$ cat src/hw/efa_pkg.sv
// Shared constants and types of the embedded flash access block
package efa_pkg;

    // Capacity window in KB, chosen per product variant
    localparam int unsigned EFA_CAP_MIN_KB = 512;
    localparam int unsigned EFA_CAP_MAX_KB = 1024;

    // Fixed special areas outside the main array
    localparam logic [31:0] EFA_SEC_BASE   = 32'h0040_0000;
    localparam logic [31:0] EFA_TRIM_BASE  = 32'h0040_2000;
    localparam logic [31:0] EFA_AREA_BYTES = 32'h0000_2000;

    // Sector map: four 8 KB boot sectors, one 32 KB sector, then 64 KB sectors
    localparam logic [31:0] EFA_BOOT_END = 32'h0000_8000;
    localparam logic [31:0] EFA_MID_END  = 32'h0001_0000;
    localparam logic [4:0]  EFA_SA_BOOT0 = 5'h04;
    localparam logic [4:0]  EFA_SA_MID   = 5'h08;

    // Access width field encodings and its value after reset
    localparam logic [1:0] EFA_WID_WORD = 2'h2;
    localparam logic [1:0] EFA_WID_HALF = 2'h1;
    localparam logic [1:0] EFA_WID_RST  = EFA_WID_WORD;

    // Clock rates in MHz and the read wait states used when too fast
    localparam int unsigned EFA_CLK_MHZ    = 25;
    localparam int unsigned EFA_ZW_MHZ     = 72;
    localparam int unsigned EFA_ACC_MHZ    = 160;
    localparam logic [1:0]  EFA_SLOW_WAIT  = 2'h2;

    // Array geometry
    localparam int unsigned EFA_DW  = 32;
    localparam int unsigned EFA_CW  = 7;
    localparam int unsigned EFA_XW  = EFA_DW + EFA_CW;
    localparam int unsigned EFA_IW  = 18;

    // Request operations
    typedef enum logic [1:0] {
        EFA_OP_READ      = 2'h0,
        EFA_OP_PROG      = 2'h1,
        EFA_OP_ERASE_SEC = 2'h2,
        EFA_OP_ERASE_ALL = 2'h3
    } efa_op_t;

    // Decoded target area
    typedef enum logic [1:0] {
        EFA_AREA_MAIN = 2'h0,
        EFA_AREA_SEC  = 2'h1,
        EFA_AREA_TRIM = 2'h2,
        EFA_AREA_NONE = 2'h3
    } efa_area_t;

    // Controller states, Gray along idle-read and merge-busy-idle
    typedef enum logic [1:0] {
        EFA_ST_IDLE  = 2'h0,
        EFA_ST_READ  = 2'h1,
        EFA_ST_MERGE = 2'h3,
        EFA_ST_BUSY  = 2'h2
    } efa_state_t;

    // Request from the system bus or the external programmer
    typedef struct packed {
        logic        valid;
        efa_op_t     op;
        logic [1:0]  size;
        logic [31:0] addr;
        logic [31:0] wdata;
    } efa_req_t;

    // Answer to a request
    typedef struct packed {
        logic        valid;
        logic        err;
        logic        fix;
        logic [31:0] rdata;
    } efa_rsp_t;

    // Command toward the array macro
    typedef struct packed {
        logic              rd;
        logic              cmd_valid;
        efa_op_t           op;
        efa_area_t         area;
        logic [EFA_IW-1:0] widx;
        logic [4:0]        sector;
        logic [EFA_XW-1:0] data;
    } efa_arr_t;

endpackage

$ cat src/hw/efa_ecc.sv
// Single-error-correcting check code for one 32-bit array word
`timescale 1ns/1ns

module efa_ecc
(
    // Encoder side
    input  logic [31:0] enc_data_i,
    output logic [6:0]  enc_chk_o,
    // Decoder side
    input  logic [38:0] dec_word_i,
    output logic [31:0] dec_data_o,
    output logic        dec_fix_o
);

    // Codeword position of data bit idx, skipping power-of-two slots
    function automatic logic [5:0] bit_pos(input int unsigned idx);
        int unsigned p;
        int unsigned n;
        p = 0;
        n = 0;
        for (int unsigned q = 3; q < 64; q++)
        begin
            if ((q & (q - 1)) != 0)
            begin
                if (n == idx)
                    p = q;
                n++;
            end
        end
        return p[5:0];
    endfunction

    // Data bits covered by check bit j
    function automatic logic [31:0] mask_of(input int unsigned j);
        logic [31:0] m;
        logic [5:0]  p;
        m = 32'h0000_0000;
        for (int unsigned i = 0; i < 32; i++)
        begin
            p = bit_pos(i);
            m[i] = p[j];
        end
        return m;
    endfunction

    logic [5:0] syn;
    logic [5:0] hchk;

    // check bits
    // Six parity bits per word, computed on every write
    for (genvar j = 0; j < 6; j++)
    begin : g_chk
        localparam logic [31:0] MASK = mask_of(j);
        assign hchk[j] = ^(enc_data_i & MASK);
        assign syn[j]  = ^(dec_word_i[31:0] & MASK) ^ dec_word_i[32 + j];
    end

    // Seventh bit is overall parity; stored but never checked
    assign enc_chk_o = {^{enc_data_i, hchk}, hchk};

    // single correction
    // A syndrome that points at a data slot flips that bit
    for (genvar i = 0; i < 32; i++)
    begin : g_fix
        localparam logic [5:0] POS = bit_pos(i);
        assign dec_data_o[i] = dec_word_i[i] ^ (syn == POS);
    end

    // no double detect
    // Two flipped bits give a wrong syndrome and pass silently
    assign dec_fix_o = |syn;

endmodule

$ cat src/hw/efa_ctrl.sv
// Access controller for the embedded code flash array with check-code handling
`timescale 1ns/1ns

module efa_ctrl
#(
    parameter int unsigned CAP_KB = efa_pkg::EFA_CAP_MAX_KB
)
(
    // Clock and reset
    input  logic                      mclk_i,
    input  logic                      nrst_i,
    // Request and answer
    input  efa_pkg::efa_req_t         req_i,
    output logic                      req_ready_o,
    output efa_pkg::efa_rsp_t         rsp_o,
    // Mode control
    input  logic [1:0]                access_width_sel_i,
    input  logic                      access_width_wr_i,
    input  logic                      accel_en_i,
    input  logic                      ext_prog_i,
    output logic [1:0]                flash_access_width_reg_o,
    output logic                      prog_mode_o,
    // Array macro
    output efa_pkg::efa_arr_t         arr_o,
    input  logic [efa_pkg::EFA_XW-1:0] arr_rdata_i,
    input  logic                      arr_done_i
);

    localparam logic [31:0] CAP_BYTES = 32'(CAP_KB * 1024);
    // wait states
    // Slow reads only when the clock outruns the zero-wait limit
    localparam logic [1:0] WAIT_FIX = (efa_pkg::EFA_CLK_MHZ <= efa_pkg::EFA_ZW_MHZ) ? 2'h0 :
                                      (efa_pkg::EFA_CLK_MHZ <= efa_pkg::EFA_ACC_MHZ) ? 2'h3 : efa_pkg::EFA_SLOW_WAIT;
    localparam int RD_LAT = 3 + int'(WAIT_FIX == 2'h0 ? 2'h0 : efa_pkg::EFA_SLOW_WAIT);

    efa_pkg::efa_state_t state_ff;
    efa_pkg::efa_state_t nxt_state;
    logic [1:0]          wid_ff;
    logic                ext_ff;
    logic                rdy_ff;
    efa_pkg::efa_rsp_t   rsp_ff;
    efa_pkg::efa_rsp_t   nxt_rsp;
    efa_pkg::efa_arr_t   arr_ff;
    efa_pkg::efa_arr_t   nxt_arr;
    logic [1:0]          wcnt_ff;
    logic                a1_ff;
    logic                word_ff;
    logic [15:0]         hw_ff;
    logic                prog_ff;

    // Mode decode
    wire rom_mode  = !ext_ff && (wid_ff == efa_pkg::EFA_WID_WORD);
    wire prog_mode = ext_ff || (wid_ff == efa_pkg::EFA_WID_HALF);
    wire [1:0] wait_st = (WAIT_FIX == 2'h3) ? (accel_en_i ? 2'h0 : efa_pkg::EFA_SLOW_WAIT) : WAIT_FIX;

    // area decode
    // Special areas sit outside the main range, each one page long
    wire [31:0] addr     = req_i.addr;
    wire        in_main  = addr < CAP_BYTES;
    wire        in_sec   = (addr >= efa_pkg::EFA_SEC_BASE) &&
                           (addr < efa_pkg::EFA_SEC_BASE + efa_pkg::EFA_AREA_BYTES);
    wire        in_trim  = (addr >= efa_pkg::EFA_TRIM_BASE) &&
                           (addr < efa_pkg::EFA_TRIM_BASE + efa_pkg::EFA_AREA_BYTES);
    wire efa_pkg::efa_area_t area = in_main ? efa_pkg::EFA_AREA_MAIN :
                                    in_sec  ? efa_pkg::EFA_AREA_SEC  :
                                    in_trim ? efa_pkg::EFA_AREA_TRIM : efa_pkg::EFA_AREA_NONE;
    wire [efa_pkg::EFA_IW-1:0] widx = in_main ? addr[19:2] : {7'h00, addr[12:2]};

    // sector map
    // Boot sectors first so small erases stay cheap during boot updates
    wire [4:0] sector = (addr < efa_pkg::EFA_BOOT_END) ? efa_pkg::EFA_SA_BOOT0 + {3'h0, addr[14:13]} :
                        (addr < efa_pkg::EFA_MID_END)  ? efa_pkg::EFA_SA_MID :
                        efa_pkg::EFA_SA_MID + {1'b0, addr[19:16]};

    // Request classification
    wire acc       = req_i.valid && rdy_ff;
    wire is_read   = req_i.op == efa_pkg::EFA_OP_READ;
    wire is_word   = req_i.size == efa_pkg::EFA_WID_WORD;
    wire is_half   = req_i.size == efa_pkg::EFA_WID_HALF;
    // size check
    // Read-only mode takes words only, programming modes take half-words only
    wire size_ok   = rom_mode ? is_word : is_half;
    wire ign       = !is_read && rom_mode;
    wire refuse    = (area == efa_pkg::EFA_AREA_NONE) || (!ign && !size_ok);
    wire go_read   = acc && !refuse && is_read;
    wire go_prog   = acc && !refuse && !ign && (req_i.op == efa_pkg::EFA_OP_PROG);
    wire go_erase  = acc && !refuse && !ign && !is_read && (req_i.op != efa_pkg::EFA_OP_PROG);
    wire quick     = acc && (refuse || ign);

    // Array data is ready one cycle after the read strobe plus any wait states
    wire take      = !arr_ff.rd && (wcnt_ff == 2'h0);

    logic [31:0] cor_data;
    logic        cor_fix;
    logic [6:0]  new_chk;

    // half-word merge
    // The untouched half comes from the corrected word so a stored bad bit is not rewritten
    wire [31:0] merged = a1_ff ? {hw_ff, cor_data[15:0]} : {cor_data[31:16], hw_ff};
    wire [31:0] rd_out = word_ff ? cor_data : {16'h0000, a1_ff ? cor_data[31:16] : cor_data[15:0]};

    efa_ecc u_ecc
    (
        .enc_data_i (merged),
        .enc_chk_o  (new_chk),
        .dec_word_i (arr_rdata_i),
        .dec_data_o (cor_data),
        .dec_fix_o  (cor_fix)
    );

    // Next state, answer and array command
    always_comb
    begin
        nxt_state = state_ff;
        nxt_rsp   = '0;
        nxt_arr   = arr_ff;
        nxt_arr.rd        = 1'b0;
        nxt_arr.cmd_valid = 1'b0;
        case (state_ff)
            efa_pkg::EFA_ST_IDLE:
            begin
                nxt_arr.op     = req_i.op;
                nxt_arr.area   = area;
                nxt_arr.widx   = widx;
                nxt_arr.sector = sector;
                if (quick)
                begin
                    nxt_rsp.valid = 1'b1;
                    nxt_rsp.err   = refuse;
                end
                else if (go_read || go_prog)
                begin
                    nxt_arr.rd = 1'b1;
                    nxt_state  = go_read ? efa_pkg::EFA_ST_READ : efa_pkg::EFA_ST_MERGE;
                end
                else if (go_erase)
                begin
                    nxt_arr.cmd_valid = 1'b1;
                    nxt_state         = efa_pkg::EFA_ST_BUSY;
                end
            end
            // corrected read
            // Same latency with or without a correction
            efa_pkg::EFA_ST_READ:
            begin
                if (take)
                begin
                    nxt_rsp.valid = 1'b1;
                    nxt_rsp.fix   = cor_fix;
                    nxt_rsp.rdata = rd_out;
                    nxt_state     = efa_pkg::EFA_ST_IDLE;
                end
            end
            efa_pkg::EFA_ST_MERGE:
            begin
                if (take)
                begin
                    nxt_arr.cmd_valid = 1'b1;
                    nxt_arr.data      = {new_chk, merged};
                    nxt_state         = efa_pkg::EFA_ST_BUSY;
                end
            end
            default:
            begin
                if (arr_done_i)
                begin
                    nxt_rsp.valid = 1'b1;
                    nxt_state     = efa_pkg::EFA_ST_IDLE;
                end
            end
        endcase
    end

    // State, answer and array registers
    always_ff @(posedge mclk_i)
    begin
        if (!nrst_i)
        begin
            state_ff <= efa_pkg::EFA_ST_IDLE;
            rsp_ff   <= '0;
            arr_ff   <= '0;
            rdy_ff   <= 1'b0;
        end
        else
        begin
            state_ff <= nxt_state;
            rsp_ff   <= nxt_rsp;
            arr_ff   <= nxt_arr;
            rdy_ff   <= nxt_state == efa_pkg::EFA_ST_IDLE;
        end
    end

    // Wait counter loaded at accept, counted down once the strobe has dropped
    always_ff @(posedge mclk_i)
    begin
        if (!nrst_i)
            wcnt_ff <= 2'h0;
        else if (acc)
            wcnt_ff <= wait_st;
        else if (!arr_ff.rd && (wcnt_ff != 2'h0))
            wcnt_ff <= wcnt_ff - 2'h1;
    end

    // Request details kept for the answer and the merge
    always_ff @(posedge mclk_i)
    begin
        if (!nrst_i)
        begin
            a1_ff   <= 1'b0;
            word_ff <= 1'b0;
            hw_ff   <= 16'h0000;
        end
        else if (acc)
        begin
            a1_ff   <= addr[1];
            word_ff <= is_word;
            hw_ff   <= req_i.wdata[15:0];
        end
    end

    // access width field
    // Reset always lands in read-only mode; a change mid-operation only affects later requests
    wire       wid_legal = (access_width_sel_i == efa_pkg::EFA_WID_WORD) ||
                           (access_width_sel_i == efa_pkg::EFA_WID_HALF);
    wire [1:0] nxt_wid   = (access_width_wr_i && wid_legal) ? access_width_sel_i : wid_ff;

    // Mode flag built from next values so the output pin has no gate after its flop
    always_ff @(posedge mclk_i)
    begin
        if (!nrst_i)
        begin
            wid_ff  <= efa_pkg::EFA_WID_RST;
            prog_ff <= 1'b0;
        end
        else
        begin
            wid_ff  <= nxt_wid;
            prog_ff <= ext_prog_i || (nxt_wid == efa_pkg::EFA_WID_HALF);
        end
    end

    always_ff @(posedge mclk_i)
    begin
        if (!nrst_i)
            ext_ff <= 1'b0;
        else
            ext_ff <= ext_prog_i;
    end

    // Outputs straight from registers
    assign req_ready_o              = rdy_ff;
    assign rsp_o                    = rsp_ff;
    assign arr_o                    = arr_ff;
    assign flash_access_width_reg_o = wid_ff;
    assign prog_mode_o              = prog_ff;

    // Checks
    // reset mode
    a_rst_rom_mode: assert property (@(posedge mclk_i) $rose(nrst_i) |-> wid_ff == efa_pkg::EFA_WID_WORD)
        else $error("width field not word after reset");
    a_rom_no_alg: assert property (@(posedge mclk_i) disable iff (!nrst_i)
        (acc && ign) |=> (!arr_ff.cmd_valid && !arr_ff.rd && rsp_ff.valid && !rsp_ff.err) ##1 !arr_ff.cmd_valid)
        else $error("write in read-only mode reached the array");
    a_prog_word_ref: assert property (@(posedge mclk_i) disable iff (!nrst_i)
        (acc && prog_mode && is_word) |=> rsp_ff.valid && rsp_ff.err)
        else $error("word access in programming mode not refused");
    a_read_latency: assert property (@(posedge mclk_i) disable iff (!nrst_i)
        go_read |-> ##RD_LAT (rsp_ff.valid && !rsp_ff.err))
        else $error("read answer not at fixed latency");
    a_prog_launch: assert property (@(posedge mclk_i) disable iff (!nrst_i)
        go_prog |-> ##[3:5] (arr_ff.cmd_valid && arr_ff.op == efa_pkg::EFA_OP_PROG))
        else $error("program not issued in time");
    a_erase_issue: assert property (@(posedge mclk_i) disable iff (!nrst_i)
        go_erase |=> arr_ff.cmd_valid && arr_ff.op == $past(req_i.op) && state_ff == efa_pkg::EFA_ST_BUSY)
        else $error("erase not launched");
    a_area_decode: assert property (@(posedge mclk_i) disable iff (!nrst_i)
        (go_read && addr[31:13] == efa_pkg::EFA_TRIM_BASE[31:13]) |=> arr_ff.area == efa_pkg::EFA_AREA_TRIM)
        else $error("trim area not decoded");
    a_boot_sector: assert property (@(posedge mclk_i) disable iff (!nrst_i)
        (go_erase && addr < efa_pkg::EFA_BOOT_END) |=> arr_ff.sector == 5'h04 + {3'h0, $past(addr[14:13])})
        else $error("boot sector index wrong");
    a_wid_select: assert property (@(posedge mclk_i) disable iff (!nrst_i)
        (access_width_wr_i && access_width_sel_i == efa_pkg::EFA_WID_HALF) |=> prog_mode_o)
        else $error("half width did not select programming mode");

    // Main scenarios
    c_read_ok:   cover property (@(posedge mclk_i) disable iff (!nrst_i) go_read ##RD_LAT rsp_ff.valid);
    c_read_fix:  cover property (@(posedge mclk_i) disable iff (!nrst_i) rsp_ff.valid && rsp_ff.fix);
    c_prog_done: cover property (@(posedge mclk_i) disable iff (!nrst_i) go_prog ##[3:20] rsp_ff.valid);
    c_refused:   cover property (@(posedge mclk_i) disable iff (!nrst_i) rsp_ff.valid && rsp_ff.err);

endmodule

$ cat config.mk
export PLATFORM = sky130hd
export DESIGN_NAME = efa_ctrl
export DESIGN_NICKNAME = d
export VERILOG_FILES = /design/src/hw/efa_pkg.sv /design/src/hw/efa_ecc.sv /design/src/hw/efa_ctrl.sv
export SDC_FILE = /design/constraint.sdc
export NUM_CORES = 1
export LEC_CHECK = 0
export ABC_CLOCK_PERIOD_IN_PS = 4750
export BUFFER_PORTS_ARGS = -buffer_cell sky130_fd_sc_hd__buf_2
export CAP_MARGIN = 20
export CORE_MARGIN = 4
export CORE_UTILIZATION = 47
export DETAILED_ROUTE_END_ITERATION = 8
export PLACE_DENSITY_LB_ADDON = 0.3
export SYNTH_ARGS = -nofsm -noshare
export SYNTH_HDL_FRONTEND = slang
export SYNTH_HIERARCHICAL = 1
export SYNTH_SLANG_ARGS = --single-unit
$ cat constraint.sdc
create_clock -name mclk_i -period 4.75 [get_ports mclk_i]
set_input_delay 0.95 -clock mclk_i [delete_from_list [all_inputs] [get_ports mclk_i]]
set_output_delay 0.95 -clock mclk_i [all_outputs]
set_load 0.005 [all_outputs]
==> results of run 1 <==
==> final cells by class <==
cell class,instances,area share [%]
inverter,12,0.462
multi-input combinational,619,45.4
sequential,130,26.7
clock buffer,21,4.62
tap,184,2.36
timing repair buffer,321,19.5
clock inverter,7,0.899
==> power groups by stage <==
stage	clock network [mW]	registers, mW	logic [mW]
floorplan	0	1.15	1.32
global placement	0	1.16	2.12
detailed placement	0	1.16	2.15
CTS	1.24	1.14	2.16
global route	1.29	1.14	2.39
finish	1.21	1.14	2.22
==> logic make-up after synthesis <==
logic type	count (synthesis)	share of synthesized area, %
compound gates	121	11.6
xor+xnor	149	22.0
fa+ha+maj	5	0.875
buf+inv	49	2.64
flops	130	36.4
mux	52	7.84
simple gates	292	18.6
==> critical path: cells and delay by family <==
kind | cells | cell delay [ps]
and+or+nand+nor | 4 | 590
xor gates and xnor gates | 10 | 2390
muxes | 1 | 310
AOI/OAI and AO/OA | 1 | 150
buffers and inverters | 3 | 440
==> how the worst max path moves through the flow <==
stage	from	endpoint	slack (ps)
floorplan	arr_rdata_i[25]	arr_o[38]	170
global route	arr_rdata_i[25]	arr_o[38]	2
detailed placement	arr_rdata_i[19]	arr_o[38]	-200
finish	arr_rdata_i[25]	arr_o[38]	250
global placement	arr_rdata_i[17]	arr_o[38]	-140
CTS	arr_rdata_i[19]	arr_o[38]	220
==> routing by layer <==
metal,GRT usage (%),vias up,wire [um]
li1,-,3235,-
met1,28.9,2965,8780
met2,39.6,245,9790
met3,6.77,40,1560
met4,8.87,4,557
met5,0,-,21
==> cell usage in the layout, fill, tap and decap left out, types with 5 or more instances in the layout <==
cell / n
buf_2: 203
nand2_1: 179
dfxtp_1: 130
buf_4: 118
xnor2_1: 88
a21boi_0: 58
xor2_1: 36
nor2_1: 35
mux2_2: 32
a21oi_1: 26
mux2i_1: 20
and2_1: 19
nor2b_1: 18
clkbuf_16: 17
o21ai_0: 14
inv_1: 12
xnor3_1: 9
nor3_1: 6
xnor2_2: 6
nor4_1: 5
ha_1: 5
==> flip-flops by register name (all words and copies together) (netlist names) <==
| register | flops |
|---|---|
| prog_mode_o | 1 |
| a1_ff | 1 |
| word_ff | 1 |
| rsp_o | 35 |
| arr_o | 68 |
| state_ff | 2 |
| flash_access_width_reg_o | 2 |
| hw_ff | 16 |
| ext_ff | 1 |
| wcnt_ff | 2 |
| req_ready_o | 1 |
==> results.md, run 1 <==
- Status: finished, final reports clean
- Vias post-DR: about 6500
- FF-to-FF Start: a1_ff
- Seq pwr share: between 20 and 25%
- Min-Delay Path Class: reg2reg
- CP Launch Type: primary input
- Tmin final: 4500 ps
- DRC: 0
- TritonCTS Buffers: 17
- Clk_lat worst skew: ~420 ps
- Final instance area: 9740 um^2
- Worst vdd ir: 0.413 mV
- Worst Setup End Kind: flop
- Ant diodes: 0
- Power, Total: 4.57 mW
- Hold Crit Start: arr_o[8]
- Tcrit/Tclk final: 94.7%
- Vias in the first global route: 6398
- Util after Layout: 66.3%
- Largest net degree at the start of global routing: 91
- Setup violations, final: 0
- IO Pins: 223
- Nets: 1222
- Mapped Cells: between 700 and 800
- H-tree levels: 4
- Post-DR vias/cell: 5.01
- Initial core utilization: 48.7%
- # hold bufs at CTS: 0
- Clock share of power: 26.6%
- Sequential share of the synthesized area: 36.4%
- Syn avg cell area: between 8 and 9 um^2
- Max Clock Skew: about 13 ps
- Die Span X: 131 um
- Postcts setup bufs: 0
- Cell Area, Synth: ~7200 um^2
- Cts repair resizes: 0
- Sw Ratio: approximately a third
- Hold slack: 460 ps
- Placed insts: 1266
- Yosys warnings: 6
- Setup TNS: 0 ps
- Seq cells post-synth: 130
- HPWL after DPL: 16000 um
- First-pass GRT wire length: 32600 um
- Share of the synthesized area in the top cell type: between 30% and 40%
- Antenna violations before repair: 2
- Hold endpoint: arr_o[8]
- P_int: approximately 3.1 mW
- Core outline area: 14700 um^2
- Critical path type: in2reg
- CP cell instances: buf_2 > xnor2_1 > buf_4 > xnor3_1 > buf_4 > xnor3_1 > nand2_2 > nor3_2 > nand2_1 > xnor2_1 > mux2_2 > xor2_1 > xnor2_1 > xnor2_1 > xnor3_1 > xnor2_1 > xnor2_1 > nand2_1 > a21boi_0
- Ys flop type: dfxtp_1
- CP peak stage delay: between 400 and 500 ps
- Area of all sequential standard cells: 2600 um^2
- Worst relative slew slack: 28.7%
- Hold Path Depth: 2
- Synth-to-layout area growth: 36.2%
- Syn Nets: 919
- Drt wl/cell: 16.0 um
- Filler Cell Count: around 1200
- Worst Max-Slew Pin Slew: 1070 ps
- Pre-CTS setup slack: -202 ps
- Reg2Reg Depth: 10
- Yosys cell types: 59
- Layout cells sized above 1: 37.6%
- Top cells by count, synth: 180 x nand2_1, 130 x dfxtp_1, 92 x xnor2_1
- Hold Vio Cnt, Final: 0
- Final ANT Viol Nets: 0
- RSZ-0062 raised after global routing: false
- Post-synth top area cell: dfxtp_1
- Largest cells by area after synthesis: dfxtp_1 36%, xnor2_1 11%, nand2_1 9.4%
- Routed wire length: ~21000 um
- Drt pass-1 iters: 5
- Port-buffer cells: 203
- Die H: 131 um
- WP data required: 5090 ps
- Switching power: approximately 1.5 mW
- Worst path slowest cell: xnor3_1
- Max Clk Rate: around 220 MHz
- Num rows: 44
- Part of the power in combinational logic: approximately half
- Critical path arrival: between 4000 and 5000 ps
- GP Congestion: just over 0.9
- P_leak: 4.59 nW
- Initial DRC count: 334
- Gr usage total: 23.6%
- Critical path peak fanout: 4
- Max cap viols: 0
- Final Slew Violations: 0
- R2R setup slack: 1450 ps
- Most Frequent Cell on Critical Path: xnor2_1
- Clock sinks: 130
- RR Endpoint: arr_o[38]
- Gr ovfl total: 0
- Count leader, synth: nand2_1
- Post-synth ARST share: 0%
- Area of the multi-input gates: 4420 um^2
- Power per Cell Area: approximately 470 nW/um^2
- Total die area: 17300 um^2
- Worst-path clk slew: 50 ps
- Root Driver: clkbuf_16
- EDFF count, synth: 0
- TritonCTS clock tree: yes
- Max clock buf depth: 2
- Post-route insts no fill: around 1300
- Setup ws final: between 200 and 300 ps
- Area post-placement: 9140 um^2
Note: power is estimated with default switching activity, not from simulation.
==> run 2: changes to the inputs <==
Settings changed: ABC_CLOCK_PERIOD_IN_PS 4750 to 4900, CORE_UTILIZATION 47 to 48, REMOVE_ABC_BUFFERS from default to 1.
Clock period 4.75 ns to 4.9 ns, I/O delays scaled along.
==> run 2 against run 1 <==
  * Via count down 3.9%
  * Count of clock-buffer cells in the layout down 3
  * Worst setup slack better by 30 ps
  * Global-route usage down 0.48 points
  * Routed wire length down 6.4%
  * Clock skew down 4.9 ps
  * Cell count down 3.5%
==> results.md, run 2 (synthesis gave the netlist of run 1 again) <==
- Status: finished, final reports clean
- Final Slew Violations: 0 (unchanged)
- Nets: 1173 (-4.0%)
- Ant diodes: 0 (unchanged)
- Post-DR vias/cell: 4.99 (-0.44%)
- FF-to-FF Start: a1_ff
- GP Congestion: 0.905 (-1.6%)
- Hold Vio Cnt, Final: 0 (unchanged)
- Clk_lat worst skew: 430 ps (about the same)
- Initial core utilization: 49.0% (+0.37 points)
- Postcts setup bufs: 0 (unchanged)
- Hold Crit Start: arr_o[34]
- Vias in the first global route: 6120 (-4.3%)
- Cts repair resizes: 0 (unchanged)
- # hold bufs at CTS: 0 (unchanged)
- Hold endpoint: arr_o[34]
- Core outline area: 14600 um^2 (-0.75%)
- Largest net degree at the start of global routing: 91 (unchanged)
- Power per Cell Area: 459 nW/um^2 (-2.2%)
- DRC: 0 (unchanged)
- TritonCTS Buffers: 17 (unchanged)
- Reg2Reg Depth: 11 (+1)
- Most frequent cells in the layout: 203 x buf_2, 180 x nand2_1, 130 x dfxtp_1
- Synth-to-layout area growth: 31.2%
- Placed insts: 1216 (-3.9%)
- Setup violations, final: 0 (unchanged)
- Initial DRC count: 338 (+1.2%)
- Worst vdd ir: 0.242 mV (-41%)
- Critical path arrival: 4980 ps (+140 ps)
- TritonCTS clock tree: yes
- HPWL after DPL: 15000 um (-6.1%)
- Worst relative slew slack: 38.0% (+9.3 points)
- Util after Layout: 64.3% (-2.0 points)
- Vias post-DR: 6236 (-3.9%)
- Worst-path clk slew: 60 ps (about the same)
- Critical path peak fanout: 6 (+2)
- WP data required: 5260 ps (+170 ps)
- Port-buffer cells: 203 (unchanged)
- RR Endpoint: arr_o[38]
- Post-route insts no fill: 1249 (-3.5%)
- Critical path type: in2reg
- Largest register FFs: 68 (unchanged)
- Clock sinks: 130 (unchanged)
- RSZ-0062 raised after global routing: false
- Root Driver: clkbuf_16
- Max Clk Rate: 217 MHz
- Drt pass-1 iters: 5 (unchanged)
- Min-Delay Path Class: reg2reg
- R2R setup slack: 2050 ps (+600 ps)
- Tcrit/Tclk final: 94.2%
- Num rows: 44 (unchanged)
- P_leak: 4.35 nW (-5.3%)
- Max clock buf depth: 2 (unchanged)
- Worst Max-Slew Pin Slew: 926 ps (-141 ps)
- Hold Path Depth: 2 (unchanged)
- Tmin final: 4620 ps
- Gr usage total: 23.1% (-0.48 points)
- Antenna violations before repair: 1 (-1)
- Drt wl/cell: 15.5 um (-3.0%)
- Max Clock Skew: 7.83 ps (-4.90 ps)
- Max cap viols: 0 (unchanged)
- First-pass GRT wire length: 30400 um (-6.7%)
- Die H: 130 um (-0.98%)
- IO Pins: 223 (unchanged)
- H-tree levels: 4 (unchanged)
- Most common cell after layout, fill and taps aside: buf_2
- Routed wire length: 19400 um (-6.4%)
- CP Launch Type: primary input
- Gr ovfl total: 0 (unchanged)
- Worst Setup End Kind: flop
- Die Span X: 130 um (-0.98%)
- Final ANT Viol Nets: 0 (unchanged)
- Total die area: 16900 um^2 (-2.0%)
- Layout cells sized above 1: 34.6% (-3.0 points)
## run 2: cell count changes in the layout (fill, tap and decap cells not counted), sizes merged
| cell | change |
|---|---|
| bufinv | +1 |
| clkinv | -1 |
| clkbuf | -3 |
| buf | -49 |
| clkinvlp | +2 |
| inv | +5 |
## run 2: how the worst max path moves through the flow
stage,start,endpoint,slack (ps),depth (start not counted)
finish,arr_rdata_i[25],arr_o[38],280,18
global route,arr_rdata_i[19],arr_o[38],20,18
CTS,arr_rdata_i[25],arr_o[38],320,18
detailed placement,arr_rdata_i[25],arr_o[38],-110,18
global placement,arr_rdata_i[19],arr_o[38],-60,18
floorplan,arr_rdata_i[25],arr_o[38],260,17
## run 2: where the power goes
part	leakage (nW)	switching, mW	total [mW]	internal [mW]
Sequential	1.06	0.0134	1.10	1.08
Clock	0.288	0.495	1.30	0.807
Combinational	3.00	0.929	1.91	0.979
Total	4.35	1.44	4.31	2.87
## run 2: cell type report
cell class | instances | area (um^2)
clock inverters | 14 | 179
fillers | 1254 | 5210
inverters | 12 | 45.0
repair buffers | 272 | 1530
multi-input cells | 619 | 4360
well taps | 184 | 230
flip-flops and latches | 130 | 2600
clock buffers | 18 | 429
## run 2: per-layer routing
| layer | share of wire (%) | up-vias | GRT usage [%] |
|---|---|---|---|
| met1 | 41 | 2858 | 27.5 |
| met3 | 7.8 | 29 | 6.92 |
| met5 | 0.036 | - | 0 |
| met4 | 1.7 | 2 | 6.91 |
| li1 | - | 3137 | - |
| met2 | 50 | 210 | 40.3 |
## run 2: worst max-delay path: stages
cell      delay [ps]
buf_2            110
xnor2_1          260
xnor2_1          200
xor3_4           630
xor2_4           210
buf_4            180
nor3_2           270
nand2_1          110
xnor2_1          180
mux2_2           310
xor2_1           190
xnor2_1          160
xnor2_1          260
xnor3_1          390
xnor2_1          190
xnor2_1          140
nand2_1           60
a21boi_0         140
## run 2: stage by stage
| step | setup slack [ps] | cell area, um^2 | hold slack [ps] | power [mW] | TNS (ps) |
|---|---|---|---|---|---|
| floorplan | 263 | 7010 | 451 | 2.38 | 0 |
| global placement | -56.0 | 8760 | 451 | 2.97 | -56.0 |
| detailed placement | -111 | 8760 | 456 | 2.99 | -111 |
| CTS | 318 | 9370 | 464 | 4.31 | 0 |
| global route | 19.7 | 9380 | 483 | 4.51 | 0 |
| finish | 282 | 9380 | 460 | 4.31 | 0 |
==> run 3: changes to the inputs <==
Settings changed: ABC_CLOCK_PERIOD_IN_PS 4900 to 5080, CORE_UTILIZATION 48 to 51, SLEW_MARGIN from default to 30.
Clock period 4.9 ns to 5.08 ns, I/O delays scaled along.
==> run 3 against run 2 <==
  * Non-clock buffer count down 38
  * First-iteration DRC count up 18%
  * Sequential power down 4%
  * Sequential share of layout area up 1.0 points
  * Global-route usage up 0.40 points
  * Cell area down 3.5%
  * Largest power group unchanged
==> results.md, run 3 (synthesis gave the netlist of run 1 again) <==
- Vias post-DR: 6069 (-2.7%)
- Setup TNS: 0 ps (unchanged)
- DR WL met3: 1500 um (-1.6%)
- Area of all sequential standard cells: 2600 um^2 (about the same)
- Max clock buf depth: 2 (unchanged)
- Switching power: 1.34 mW (-7.0%)
- Post-route insts no fill: 1207 (-3.4%)
- Final Slew Violations: 0 (unchanged)
- P_int: 2.53 mW (-12%)
- Drt pass-1 iters: 5 (unchanged)
- Worst relative slew slack: 40.8% (+2.8 points)
- Ant diodes: 0 (unchanged)
- Top Metal Used: met5
- Largest register FFs: 68 (unchanged)
- CP peak stage delay: 630 ps (about the same)
- Final instance area: 9060 um^2 (-3.5%)
- Tmin final: 4640 ps
- Reg2Reg Depth: 11 (unchanged)
- Setup ws final: 436 ps (+154 ps)
- FF-to-FF Start: a1_ff
- Vias in the first global route: 6082 (-0.62%)
- Routed wire length: 18500 um (-4.3%)
- Tcrit/Tclk final: 91.4%
- Max cap viols: 0 (unchanged)
- Worst path slowest cell: xor3_4
- Layout cells sized above 1: 32.4% (-2.1 points)
- Status: finished, final reports clean
- Gr usage total: 23.5% (+0.40 points)
- Part of the power in combinational logic: 42.2% (-2.1 points)
- Post-DR vias/cell: 5.03 (+0.71%)
- Power per Cell Area: 427 nW/um^2 (-7.0%)
- # hold bufs at CTS: 0 (unchanged)
- Hold Path Depth: 2 (unchanged)
- Most frequent cells in the layout: 203 x buf_2, 180 x nand2_1, 129 x dfxtp_1
- Placed insts: 1175 (-3.4%)
- M1 WL: 7590 um (-4.3%)
- Clock sinks: 130 (unchanged)
- Total die area: 16000 um^2 (-5.5%)
- P_leak: 4.13 nW (-4.9%)
- Min-Delay Path Class: reg2reg
- Clock share of power: 30.3% (about the same)
- Sw Ratio: 34.6% (+1.2 points)
- Clk_lat worst skew: 420 ps (about the same)
- Port-buffer cells: 203 (unchanged)
- Worst vdd ir: 0.248 mV (+2.3%)
- H-tree levels: 4 (unchanged)
- Worst Max-Slew Pin Slew: 885 ps (-41.1 ps)
- Core outline area: 13800 um^2 (-5.2%)
- Drt wl/cell: 15.4 um (-0.96%)
- DRC: 0 (unchanged)
- Area of the multi-input gates: 4360 um^2 (about the same)
- IO Pins: 223 (unchanged)
- Filler Cell Count: 1171 (-6.6%)
- Die H: 126 um (-2.8%)
- Worst-path clk slew: 50 ps (about the same)
- Setup violations, final: 0 (unchanged)
- Worst Setup End Kind: flop
- Die Span X: 126 um (-2.8%)
- Max Clock Skew: 9.88 ps (+2.05 ps)
- HPWL after DPL: 14400 um (-4.2%)
- Num rows: 43 (-2.3%)
- RSZ-0062 raised after global routing: false
- TritonCTS clock tree: yes
- Gr ovfl total: 0 (unchanged)
- Critical path arrival: 4990 ps (about the same)
- Final ANT Viol Nets: 0 (unchanged)
- Synth-to-layout area growth: 26.6%
- RR Endpoint: arr_o[38]
- Hold slack: 459 ps (-1.38 ps)
- WL met2: 8950 um (-6.8%)
- Area post-placement: 8480 um^2 (-3.2%)
- Buf/Inv on CP: 1 (-1)
- Cts repair resizes: 0 (unchanged)
- Delay-heaviest family, CP: XOR/XNOR gates
- Critical path peak fanout: 7 (+1)
- GP Congestion: 0.895 (-1.1%)
- TritonCTS Buffers: 17 (unchanged)
- First-pass GRT wire length: 30200 um (-0.68%)
- CP Launch Type: primary input
- Root Driver: clkbuf_16
- Hold Vio Cnt, Final: 0 (unchanged)
- Hold Crit Start: arr_o[34]
- Most Frequent Cell on Critical Path: xnor2_1
- Largest net degree at the start of global routing: 91 (unchanged)
- Hold endpoint: arr_o[34]
- Critical path type: in2reg
- Power, Total: 3.87 mW (-10%)
- CP cell instances: buf_2 > xnor2_1 > xnor2_1 > xor3_4 > xor2_4 > nand3_2 > nor2_1 > xor2_1 > mux2_2 > xnor2_1 > xnor2_1 > xnor2_1 > xnor2_1 > xnor3_1 > xnor2_1 > xnor2_1 > nand2_1 > a21boi_0
- Max Clk Rate: 215 MHz
- R2R setup slack: 2100 ps (+50 ps)
- Antenna violations before repair: 2 (+1)
- Most common cell after layout, fill and taps aside: buf_2
- Util after Layout: 65.5% (+1.2 points)
- Seq pwr share: 27.4% (+1.9 points)
- Postcts setup bufs: 0 (unchanged)
- WP data required: 5420 ps (+160 ps)
- Nets: 1135 (-3.2%)
- Initial core utilization: 51.7% (+2.7 points)
- Initial DRC count: 400 (+18%)
- Pre-CTS setup slack: 2.59 ps (+114 ps)
## run 3: worst register-to-register path, cell delays in order (launching register included)
cell      delay, ps
dfxtp_2         710
buf_4           280
mux2_2          380
xor2_1          180
xnor2_1         260
xnor2_1         170
xnor2_1         150
xor2_1          260
xnor2_1         180
xnor2_1         140
nand2_1          60
a21boi_0        140
## run 3: power by group through the flow
stage,Sequential [mW],Clock (mW),Combinational (mW)
detailed placement,1.08,0,1.62
global placement,1.08,0,1.60
finish,1.06,1.17,1.63
floorplan,1.08,0,1.22
global route,1.06,1.24,1.78
CTS,1.06,1.19,1.63
## run 3: how the worst max path moves through the flow
stage | slack [ps] | from | cells past startpoint | to
floorplan | 410 | arr_rdata_i[25] | 17 | arr_o[38]
global placement | 80 | arr_rdata_i[25] | 18 | arr_o[38]
detailed placement | 3 | arr_rdata_i[25] | 18 | arr_o[38]
CTS | 440 | arr_rdata_i[25] | 18 | arr_o[38]
global route | 70 | arr_rdata_i[25] | 18 | arr_o[38]
finish | 440 | arr_rdata_i[25] | 18 | arr_o[38]
## run 3: layout make-up
| type | instances | share of cell area (%) |
|---|---|---|
| Inverter | 12 | 0.497 |
| Clock buffer | 17 | 4.70 |
| Tap cell | 180 | 2.49 |
| Clock inverter | 15 | 1.60 |
| Timing Repair Buffer | 234 | 13.8 |
| Sequential cell | 130 | 28.8 |
| Multi-Input combinational cell | 619 | 48.2 |
## run 3: per-layer routing
layer / vias to the layer above / global-route usage [%]
li1: 3058 / -
met1: 2732 / 28.8
met2: 227 / 39.4
met3: 48 / 7.03
met4: 4 / 8.26
met5: - / 0
